## config.mk

```make
export PLATFORM = sky130hd
export DESIGN_NAME = drd_top
export DESIGN_NICKNAME = d
export VERILOG_FILES = /design/src/include/drd_pkg.sv /design/src/drd_top.sv
export SDC_FILE = /design/constraint.sdc
export NUM_CORES = 2
export LEC_CHECK = 0
export BUFFER_PORTS_ARGS = -buffer_cell sky130_fd_sc_hd__buf_2
export CELL_PAD_IN_SITES_DETAIL_PLACEMENT = 0
export CELL_PAD_IN_SITES_GLOBAL_PLACEMENT = 1
export CORE_ASPECT_RATIO = 0.75
export CORE_UTILIZATION = 30
export CTS_CLUSTER_DIAMETER = 200
export CTS_CLUSTER_SIZE = 8
export DETAILED_ROUTE_END_ITERATION = 8
export PLACE_DENSITY_LB_ADDON = 0.12
export SLEW_MARGIN = 20
export SYNTH_ARGS = -nofsm -noshare
export SYNTH_HDL_FRONTEND = slang
export SYNTH_SLANG_ARGS = --single-unit
export TNS_END_PERCENT = 5
```

## constraint.sdc

```tcl
create_clock -name sys_clk -period 41.2 [get_ports sys_clk]
set_input_delay 8.24 -clock sys_clk [delete_from_list [all_inputs] [get_ports sys_clk]]
set_output_delay 8.24 -clock sys_clk [all_outputs]
set_load 0.02 [all_outputs]
```

## src/include/drd_pkg.sv

```systemverilog
// Contract
// - skew correction only in dual or octal
// - skew correction adds exactly 59 cycles latency
// - skew correction precedes all other processing
// - variant bit 0 selects dual-channel correction
// - variant bit 1 selects octal-channel correction
// - channel-count bit routes processing dual or octal
// - dual processing enable turns on dual processing
// - band bit picks first or second band
// - decimation in single, dual, CW octal modes
// - chain A/B fields thermometer coded, one per stage; chain_b_stages unused, chain B stages follow chain_a_high
// - each enabled stage halves the sample rate
// - single mode: chain A only, up to 512x
// - dual or I/Q: both chains, same rate
// - dual mode decimation at most 256x
// - extra LSB bit gives 18-bit output words; here only in 16-bit output mode
// - I data to chain A, Q to chain B
package drd_pkg;
  // register indices; byte address is four times the index
  localparam logic [7:0] DRD_IDX_RES   = 8'h68;  // output_resolution_control
  localparam logic [7:0] DRD_IDX_DUAL  = 8'h79;  // dual_processing_enable
  localparam logic [7:0] DRD_IDX_SKA   = 8'h7a;  // skew_fix_and_chain_a_low
  localparam logic [7:0] DRD_IDX_AHI   = 8'h7b;  // chain_a_high
  localparam logic [7:0] DRD_IDX_CHB   = 8'h7c;  // chain_b_stages
  localparam logic [7:0] DRD_IDX_SEL   = 8'h81;  // skew_fix_mode_select
  localparam logic [7:0] DRD_IDX_MODE  = 8'h82;  // operating mode
  localparam logic [7:0] DRD_IDX_STAT  = 8'h83;  // read-only status
  // field positions
  localparam int DRD_B_XLSB    = 0;  // extra_lsb_enable in 0x68
  localparam int DRD_B_DUALEN  = 0;  // dual_processing_enable in 0x79
  localparam int DRD_B_A0      = 0;  // chain_a_stages[0] in 0x7a
  localparam int DRD_B_SKEWEN  = 7;  // skew_correction_enable in 0x7a
  localparam int DRD_B_VAR     = 0;  // skew_variant_select in 0x81
  localparam int DRD_B_OCTSEL  = 1;  // octal_processing_select in 0x81
  localparam int DRD_B_BAND    = 2;  // nyquist_band_select in 0x81
  localparam int DRD_B_CW      = 2;  // cw octal mode in mode reg
  localparam int DRD_B_IQ      = 3;  // i/q input in mode reg
  localparam int DRD_B_W16     = 4;  // 16-bit output mode in mode reg
  // reset values
  localparam logic [7:0] DRD_RST_REG  = 8'h00;
  localparam logic [7:0] DRD_RST_MODE = 8'h10;  // single, 16-bit
  // timing and sizes
  localparam int DRD_SKEW_LAT = 59;  // skew correction processing cycles
  localparam int DRD_SW       = 16;  // core sample width
  localparam int DRD_XB       = 2;   // extra output lsbs
  localparam int DRD_NA       = 9;   // chain A stages
  localparam int DRD_NB       = 8;   // chain B stages
  // operating modes
  typedef enum logic [1:0] {DRD_SINGLE, DRD_DUAL, DRD_OCTAL} drd_mode_t;
  // apb request bundle
  typedef struct packed {
    logic        psel;
    logic        penable;
    logic        pwrite;
    logic [11:0] paddr;
    logic [31:0] pwdata;
  } drd_apb_req_t;
endpackage : drd_pkg

```

## src/drd_top.sv

```systemverilog
`timescale 1ns/1ns
module drd_top
  import drd_pkg::*;
#(
  parameter int SW  = DRD_SW,        // core sample width
  parameter int LAT = DRD_SKEW_LAT,  // skew correction latency
  parameter int NA  = DRD_NA,        // chain A stage count
  parameter int NB  = DRD_NB         // chain B stage count
) (
  input  wire logic                    sys_clk,   // sample clock
  input  wire logic                    rst_b,     // async reset, active low
  input  wire drd_apb_req_t            apb_req,   // apb request
  output logic                         pready,    // apb ready
  output logic [31:0]                  prdata,    // apb read data
  output logic                         pslverr,   // apb error, unmapped or misaligned
  input  wire logic                    in_valid,  // core sample strobe
  input  wire logic signed [SW-1:0]    in_a,      // channel 1 or I data
  input  wire logic signed [SW-1:0]    in_b,      // channel 2 or Q data
  output logic                         out_valid, // output sample strobe
  output logic signed [SW+DRD_XB-1:0]  out_a,     // chain A word
  output logic signed [SW+DRD_XB-1:0]  out_b      // chain B word
);
  localparam int W = SW + DRD_XB;  // working width with fraction bits

  // one sample of both channels
  typedef struct packed {
    logic                v;
    logic signed [SW-1:0] a;
    logic signed [SW-1:0] b;
  } drd_smp_t;

  // whole module state
  typedef struct packed {
    logic [7:0]                res;      // output_resolution_control
    logic [7:0]                dual;     // dual_processing_enable
    logic [7:0]                ska;      // skew_fix_and_chain_a_low
    logic [7:0]                ahi;      // chain_a_high
    logic [7:0]                chb;      // chain_b_stages
    logic [7:0]                sel;      // skew_fix_mode_select
    logic [7:0]                mode;     // operating mode
    logic                      pready;   // apb ready
    logic [31:0]               prdata;   // apb read data
    logic                      pslverr;  // apb error
    logic signed [SW-1:0]      prev_b;   // previous channel 2 sample
    drd_smp_t [LAT-1:0]        dly;      // skew correction pipeline
    logic [NA-1:0]             pha;      // chain A stage phases
    logic [NA-1:0][W-1:0]      hola;     // chain A held samples
    logic [NB-1:0]             phb;      // chain B stage phases
    logic [NB-1:0][W-1:0]      holb;     // chain B held samples
    logic                      ov;       // output strobe
    logic [W-1:0]              oa;       // chain A output
    logic [W-1:0]              ob;       // chain B output
  } drd_st_t;

  drd_st_t q;       // registered state
  drd_st_t next_q;  // next state

  // true for every implemented register index
  function automatic logic idx_known(input logic [7:0] idx);
    idx_known = (idx == DRD_IDX_RES) || (idx == DRD_IDX_DUAL) ||
                (idx == DRD_IDX_SKA) || (idx == DRD_IDX_AHI) ||
                (idx == DRD_IDX_CHB) || (idx == DRD_IDX_SEL) ||
                (idx == DRD_IDX_MODE) || (idx == DRD_IDX_STAT);
  endfunction : idx_known

  // count of consecutive set bits from bit 0 (thermometer code)
  function automatic logic [3:0] therm_count(input logic [NA-1:0] f);
    logic run;
    therm_count = 4'h0;
    run = 1'b1;
    for (int i = 0; i < NA; i++) begin
      run = run & f[i];
      if (run) begin
        therm_count = therm_count + 4'h1;
      end
    end
  endfunction : therm_count

  // average of held and new sample, the halving filter of one stage
  function automatic logic [W-1:0] half_avg(input logic [W-1:0] h, input logic [W-1:0] x);
    logic signed [W:0] sum;
    sum = $signed({h[W-1], h}) + $signed({x[W-1], x});
    half_avg = sum[W:1];
  endfunction : half_avg

  // decoded configuration
  drd_mode_t          mode;       // operating mode
  logic               skew_on;    // skew correction active
  logic               dec_ok;     // decimation allowed in this mode
  logic [3:0]         rate_cnt;   // enabled stage count
  logic [NA-1:0]      ea;         // chain A stage enables
  logic [NB-1:0]      eb;         // chain B stage enables
  logic               use_b;      // chain B in service

  // configuration decode
  always_comb begin
    logic route_ok;
    route_ok = 1'b0;
    mode = drd_mode_t'(q.mode[1:0]);
    // channel-count bit routes to dual or octal processing
    if (mode == DRD_DUAL) begin
      route_ok = q.dual[DRD_B_DUALEN] && !q.sel[DRD_B_OCTSEL];
    end else if (mode == DRD_OCTAL) begin
      route_ok = q.sel[DRD_B_OCTSEL];
    end
    // never in single-channel mode
    skew_on = q.ska[DRD_B_SKEWEN] && (mode != DRD_SINGLE) && route_ok;
    // decimation in single, dual and cw octal only
    dec_ok = (mode == DRD_SINGLE) ||
             ((mode == DRD_DUAL) && q.dual[DRD_B_DUALEN]) ||
             ((mode == DRD_OCTAL) && q.mode[DRD_B_CW]);
    use_b = (mode == DRD_DUAL) || q.mode[DRD_B_IQ];
    ea = '0;
    eb = '0;
    rate_cnt = 4'h0;
    if (dec_ok) begin
      if (use_b) begin
        // stage 1A unused, rate from the upper eight bits, max 256x
        rate_cnt = therm_count({1'b0, q.ahi});
        for (int i = 0; i < NB; i++) begin
          ea[i+1] = (4'(i) < rate_cnt);
          eb[i]   = (4'(i) < rate_cnt);  // same rate both chains
        end
      end else begin
        // chain A alone, nine stages, max 512x
        rate_cnt = therm_count({q.ahi, q.ska[DRD_B_A0]});
        for (int i = 0; i < NA; i++) begin
          ea[i] = (4'(i) < rate_cnt);
        end
      end
    end
  end

  // next-state logic: apb slave, skew correction, decimation chains
  always_comb begin
    logic [7:0]           idx;
    logic [7:0]           rd;
    drd_smp_t             cur;
    drd_smp_t             src;
    logic signed [SW+1:0] t;
    logic                 va;
    logic                 vb;
    logic [W-1:0]         xa;
    logic [W-1:0]         xb;
    next_q = q;
    idx = apb_req.paddr[9:2];
    rd = 8'h00;
    t = '0;
    // apb: one wait state, answer in second access cycle
    next_q.pready = apb_req.psel && apb_req.penable && !q.pready;
    if (apb_req.psel && apb_req.penable && !q.pready) begin
      unique case (idx)
        DRD_IDX_RES:  rd = q.res;
        DRD_IDX_DUAL: rd = q.dual;
        DRD_IDX_SKA:  rd = q.ska;
        DRD_IDX_AHI:  rd = q.ahi;
        DRD_IDX_CHB:  rd = q.chb;
        DRD_IDX_SEL:  rd = q.sel;
        DRD_IDX_MODE: rd = q.mode;
        DRD_IDX_STAT: rd = {3'h0, skew_on, rate_cnt};  // block state
        default:      rd = 8'h00;                      // unmapped reads zero
      endcase
      // refused reads return zero
      if (!idx_known(idx) || (apb_req.paddr[1:0] != 2'h0)) begin
        rd = 8'h00;
      end
      next_q.prdata  = {24'h000000, rd};
      next_q.pslverr = !idx_known(idx) || (apb_req.paddr[1:0] != 2'h0);
    end
    // write takes effect at the completing edge
    if (apb_req.psel && apb_req.penable && q.pready && apb_req.pwrite &&
        !q.pslverr) begin
      unique case (idx)
        DRD_IDX_RES:  next_q.res  = apb_req.pwdata[7:0];
        DRD_IDX_DUAL: next_q.dual = apb_req.pwdata[7:0];
        DRD_IDX_SKA:  next_q.ska  = apb_req.pwdata[7:0];
        DRD_IDX_AHI:  next_q.ahi  = apb_req.pwdata[7:0];
        DRD_IDX_CHB:  next_q.chb  = apb_req.pwdata[7:0];
        DRD_IDX_SEL:  next_q.sel  = apb_req.pwdata[7:0];
        DRD_IDX_MODE: next_q.mode = apb_req.pwdata[7:0];
        default:      ;  // status and unmapped: no effect
      endcase
    end

    // skew correction on channel 2 ahead of all else
    cur.v = in_valid;
    cur.a = in_a;
    cur.b = in_b;
    if (in_valid) begin
      next_q.prev_b = in_b;
      if (q.sel[DRD_B_VAR]) begin
        // octal variant: quarter-sample interpolation
        t = 18'(3 * in_b) + 18'(q.prev_b);
        cur.b = t[SW+1:2];
      end else if (q.sel[DRD_B_BAND]) begin
        // second nyquist band response, dual variant only
        t = 18'(in_b) - 18'(q.prev_b);
        cur.b = t[SW:1];
      end else begin
        // dual variant, first band: half-sample interpolation
        t = 18'(in_b) + 18'(q.prev_b);
        cur.b = t[SW:1];
      end
    end
    // fixed processing pipeline of LAT cycles
    next_q.dly = {q.dly[LAT-2:0], cur};
    // bypass adds no latency when correction is off
    src = skew_on ? q.dly[LAT-1] : drd_smp_t'({in_valid, in_a, in_b});

    // i data on chain A, q data on chain B
    va = src.v;
    vb = src.v && use_b;
    xa = {src.a, {DRD_XB{1'b0}}};
    xb = {src.b, {DRD_XB{1'b0}}};
    // chain A cascade, each stage halves the rate
    for (int i = 0; i < NA; i++) begin
      if (!ea[i]) begin
        next_q.pha[i] = 1'b0;  // disabled stage passes through
      end else if (va) begin
        if (!q.pha[i]) begin
          next_q.hola[i] = xa;  // first of pair held
          next_q.pha[i] = 1'b1;
          va = 1'b0;
        end else begin
          xa = half_avg(q.hola[i], xa);  // pair yields one sample
          next_q.pha[i] = 1'b0;
        end
      end
    end
    // chain B cascade, off unless dual mode or i/q input
    for (int i = 0; i < NB; i++) begin
      if (!eb[i]) begin
        next_q.phb[i] = 1'b0;
      end else if (vb) begin
        if (!q.phb[i]) begin
          next_q.holb[i] = xb;
          next_q.phb[i] = 1'b1;
          vb = 1'b0;
        end else begin
          xb = half_avg(q.holb[i], xb);
          next_q.phb[i] = 1'b0;
        end
      end
    end
    // output register, strobe qualifies each sample
    next_q.ov = va;
    if (va) begin
      next_q.oa = xa;
      next_q.ob = use_b ? xb : '0;
      // 18-bit words only with extra lsbs in 16-bit mode
      if (!(q.res[DRD_B_XLSB] && q.mode[DRD_B_W16])) begin
        next_q.oa[DRD_XB-1:0] = '0;
        next_q.ob[DRD_XB-1:0] = '0;
      end
    end
  end

  // state register
  always_ff @(posedge sys_clk or negedge rst_b) begin
    if (!rst_b) begin
      q <= '0;
      q.mode <= DRD_RST_MODE;
      q.res  <= DRD_RST_REG;
    end else begin
      q <= next_q;
    end
  end

  // outputs from state flops, pslverr gated with pready
  assign pready    = q.pready;
  assign prdata    = q.prdata;
  assign pslverr   = q.pslverr && q.pready;
  assign out_valid = q.ov;
  assign out_a     = q.oa;
  assign out_b     = q.ob;
endmodule : drd_top
```

==> reports/metrics.cfg <==
[status]
status = complete, no violations

[setup_path]
crit_fanout = 66
critPathSlowestCell = o41ai_1
cp-start-kind = input port
endpoint_kind = flip-flop
crit-reg2reg-launch = q[2382]
crit_top_cell = o21ai_0
path_class = input port to flip-flop
worstPathArrival_ns = 23.44
max_stage_delay_ns = 0.60
required_ns = 41.94
crit_start = in_valid

[timing]
setup_viol = 0
slew_violations = 0
timing.final.crit_share = 0.551
finalHoldViolCount = 0
rsz0062_at_grt = no
min_period_ns = 22.70
setup_tns_ns = 0
worst_pin_slew_ns = 1.05
fmax_mhz = 44.1
max_slew_margin = 0.301
finClkSkew_ns = 0.0620

[flow_run]
cap_violations = 0

[yosys]
yosysSeqAreaShare = 0.685
synth_top_area_frac = 0.685
async_flop_share = 1.00
synth-seq-cells = 2383
syn_area_per_cell_um2 = 13.5
synth-warning-count = 0
synth-main-ff-cell = dfrtp_1
synth_top_area_cell = dfrtp_1
netlist_top_cells_area = dfrtp_1 68%, ha_1 5.0%, mux2_2 3.7%
syn_inst = 6466
synth-edff-count = 0
syn-cell-area_um2 = 87100
netlist-cell-type-count = 98

[finish]
drive_above_1_share = 0.130
area_growth_pct = 16.0
nNetsFinal = 7246
fillCellCount = 27800

[placed_design]
hpwlAfterDp_um = 116000
portBuffers = 102
place.gp.congestion = 0.761

[clocking]
cts_resized = 0
cts_hold_buf = 0
clkSlewWorstSetupHoldPaths_ns = 0.05
h-tree-depth = 5
cts_setup_buffers = 0
cts_buffer_depth = 4
tritoncts = yes
cts-buffers-inserted = 339
clockRootBuffer = clkbuf_16
cts_sinks = 2383
clk_latency_ns = 0.82

[floorplan]
dieArea_um2 = 292000
die_w_um = 624
coreArea_um2 = 287000
row_count = 170
die_y_um = 469
start_util = 0.303
ios = 153

[hold_path]
min_from = next_q[2121]
hold_class = flip-flop to flip-flop

[power_and_ir_drop]
pwr-share-seq = 0.499
p_comb_frac = 0.039
finalPower_uw = 5210
ir_worst_vdd_mv = 0.0338
p_switching_uw = 1130
swShare = 0.217
power.internal_uw = 4080
power_density_nw_per_um2 = 51.6
cellLeakagePower_uw = 0.0474
clkPwrFrac = 0.462

[drt]
antenna_left = 0
wl_met3_um = 6520
routedWlPerCell_um = 16.6
routed_wl_um = 177000
initialDrtViolationCount = 2438
dr.pass1.iters = 5
vias = 47400
route.met2.wl_um = 72700
drc = 0
dr.max_layer_used = met4
drt-met1-wl_um = 92100
viasPerCell = 4.44

[global_route]
track_usage = 0.124
grt_pass1_wl_um = 289000
overflow = 0
antenna_found_initial = 13
grt_max_degree = 208
grt_pass1_vias = 49800

metrics by stage:
step | instance area, um^2 | util | std cells | hold slack [ns] | setup slack, ns
floorplan | 87100 | - | 6489 | 0.331 | 20.57
global placement | 92000 | 0.320 | 10300 | 0.331 | 17.62
detailed placement | 92000 | 0.320 | 10300 | 0.335 | 17.53
CTS | 101000 | 0.351 | 10700 | 0.280 | 18.35
global route | 101000 | 0.351 | 10700 | 0.286 | 16.84
finish | 101000 | 0.351 | 10700 | 0.285 | 18.50
flip-flops by register name (all words and copies together) (netlist names):
register	count
next_q	1914
out_valid	1
mode	2
pready	1
out_a	18
q	421
prdata	8
out_b	18
cell usage in the layout, fill, tap and decap left out, types with 29 or more instances in the layout:
cell type  synthesis  final
dfrtp_1         2382   2382
nand2_1          455    452
nor2_1           379    379
inv_1            363    363
ha_1             351    351
clkbuf_16          0    348
a21oi_1          339    339
o21ai_0          325    325
mux2_2           287    287
xnor2_1          166    166
buf_2              8    101
nand3_1           76     75
nor3_1            76     75
mux2i_1           71     71
a21o_1            64     64
a21boi_0          63     63
xor2_1            60     60
o21bai_1          60     60
o21a_1            53     53
buf_4             70     52
nor2b_1           50     50
and3_1            37     37
or3_1             38     37
and2_1            35     35
a31oi_1           33     33
fa_1              33     33
nand2b_1          32     32
o31ai_1           29     29
synth_stat cells, types with 53 or more instances:
| library cell | number |
|---|---|
| o21bai_1 | 60 |
| dfrtp_1 | 2382 |
| nand2_1 | 455 |
| a21o_1 | 64 |
| mux2i_1 | 71 |
| nor2_1 | 379 |
| xor2_1 | 60 |
| a21oi_1 | 339 |
| clkbuf_1 | 125 |
| buf_4 | 70 |
| nand3_1 | 76 |
| inv_1 | 363 |
| o21a_1 | 53 |
| ha_1 | 351 |
| mux2_2 | 287 |
| nor3_1 | 76 |
| o21ai_0 | 325 |
| xnor2_1 | 166 |
| a21boi_0 | 63 |
logic make-up (layout without fill, tap and decap cells):
logic type | after synthesis | in the layout | share of synthesized area
adder cells (fa/ha/maj) | 384 | 384 | 0.0580
AO/OA/AOI/OAI | 1240 | 1240 | 0.0917
buffers and inverters | 579 | 895 | 0.0282
multiplexers | 359 | 359 | 0.0455
flip-flops | 2383 | 2383 | 0.685
other | 1 | 30 | 0.0000431
AND/OR/NAND/NOR | 1292 | 1292 | 0.0682
XOR/XNOR | 228 | 228 | 0.0233
worst paths after layout:
check | end | slack, ns | depth (start not counted)
setup reg to reg | out_a[17] | 21.70 | 79
hold / removal | next_q[2154] | 0.29 | 0
setup / recovery | out_a[17] | 18.50 | 65
hold reg to reg | next_q[2154] | 0.29 | 0
max in group asynchronous | next_q[910] | 29.84 | 5
min in group asynchronous | q[2312] | 7.48 | 1
per-layer routing:
layer	GRT usage	up-vias
li1	-	22500
met1	0.187	23900
met2	0.177	660
met3	0.0219	324
met4	0.0427	0
met5	0	-
critical path, delay by kind of cell:
kind | cells | cell delay (ns)
AOI/OAI and AO/OA | 31 | 6.68
muxes | 2 | 0.77
adders and majority gates | 9 | 3.27
buffers and inverters | 7 | 1.24
and+or+nand+nor | 16 | 3.17
area by class of cell:
cell class,instances,area (um^2),share of cell area
multi-input combinational,3527,25100,0.249
inverter,364,1370,0.0135
timing repair buffer,165,1080,0.0107
clock inverter,12,164,0.00162
sequential,2383,59600,0.591
tap,3870,4840,0.0480
clock buffer,354,8730,0.0865
antenna,6,15.0,0.000149
power by group through the flow:
stage,Clock [uW],Combinational [uW],Sequential (uW)
floorplan,0,122,2610
global placement,0,211,2640
detailed placement,0,212,2640
CTS,2520,214,2600
global route,2610,240,2620
finish,2410,206,2600
Note: power is estimated with default switching activity, not from simulation.
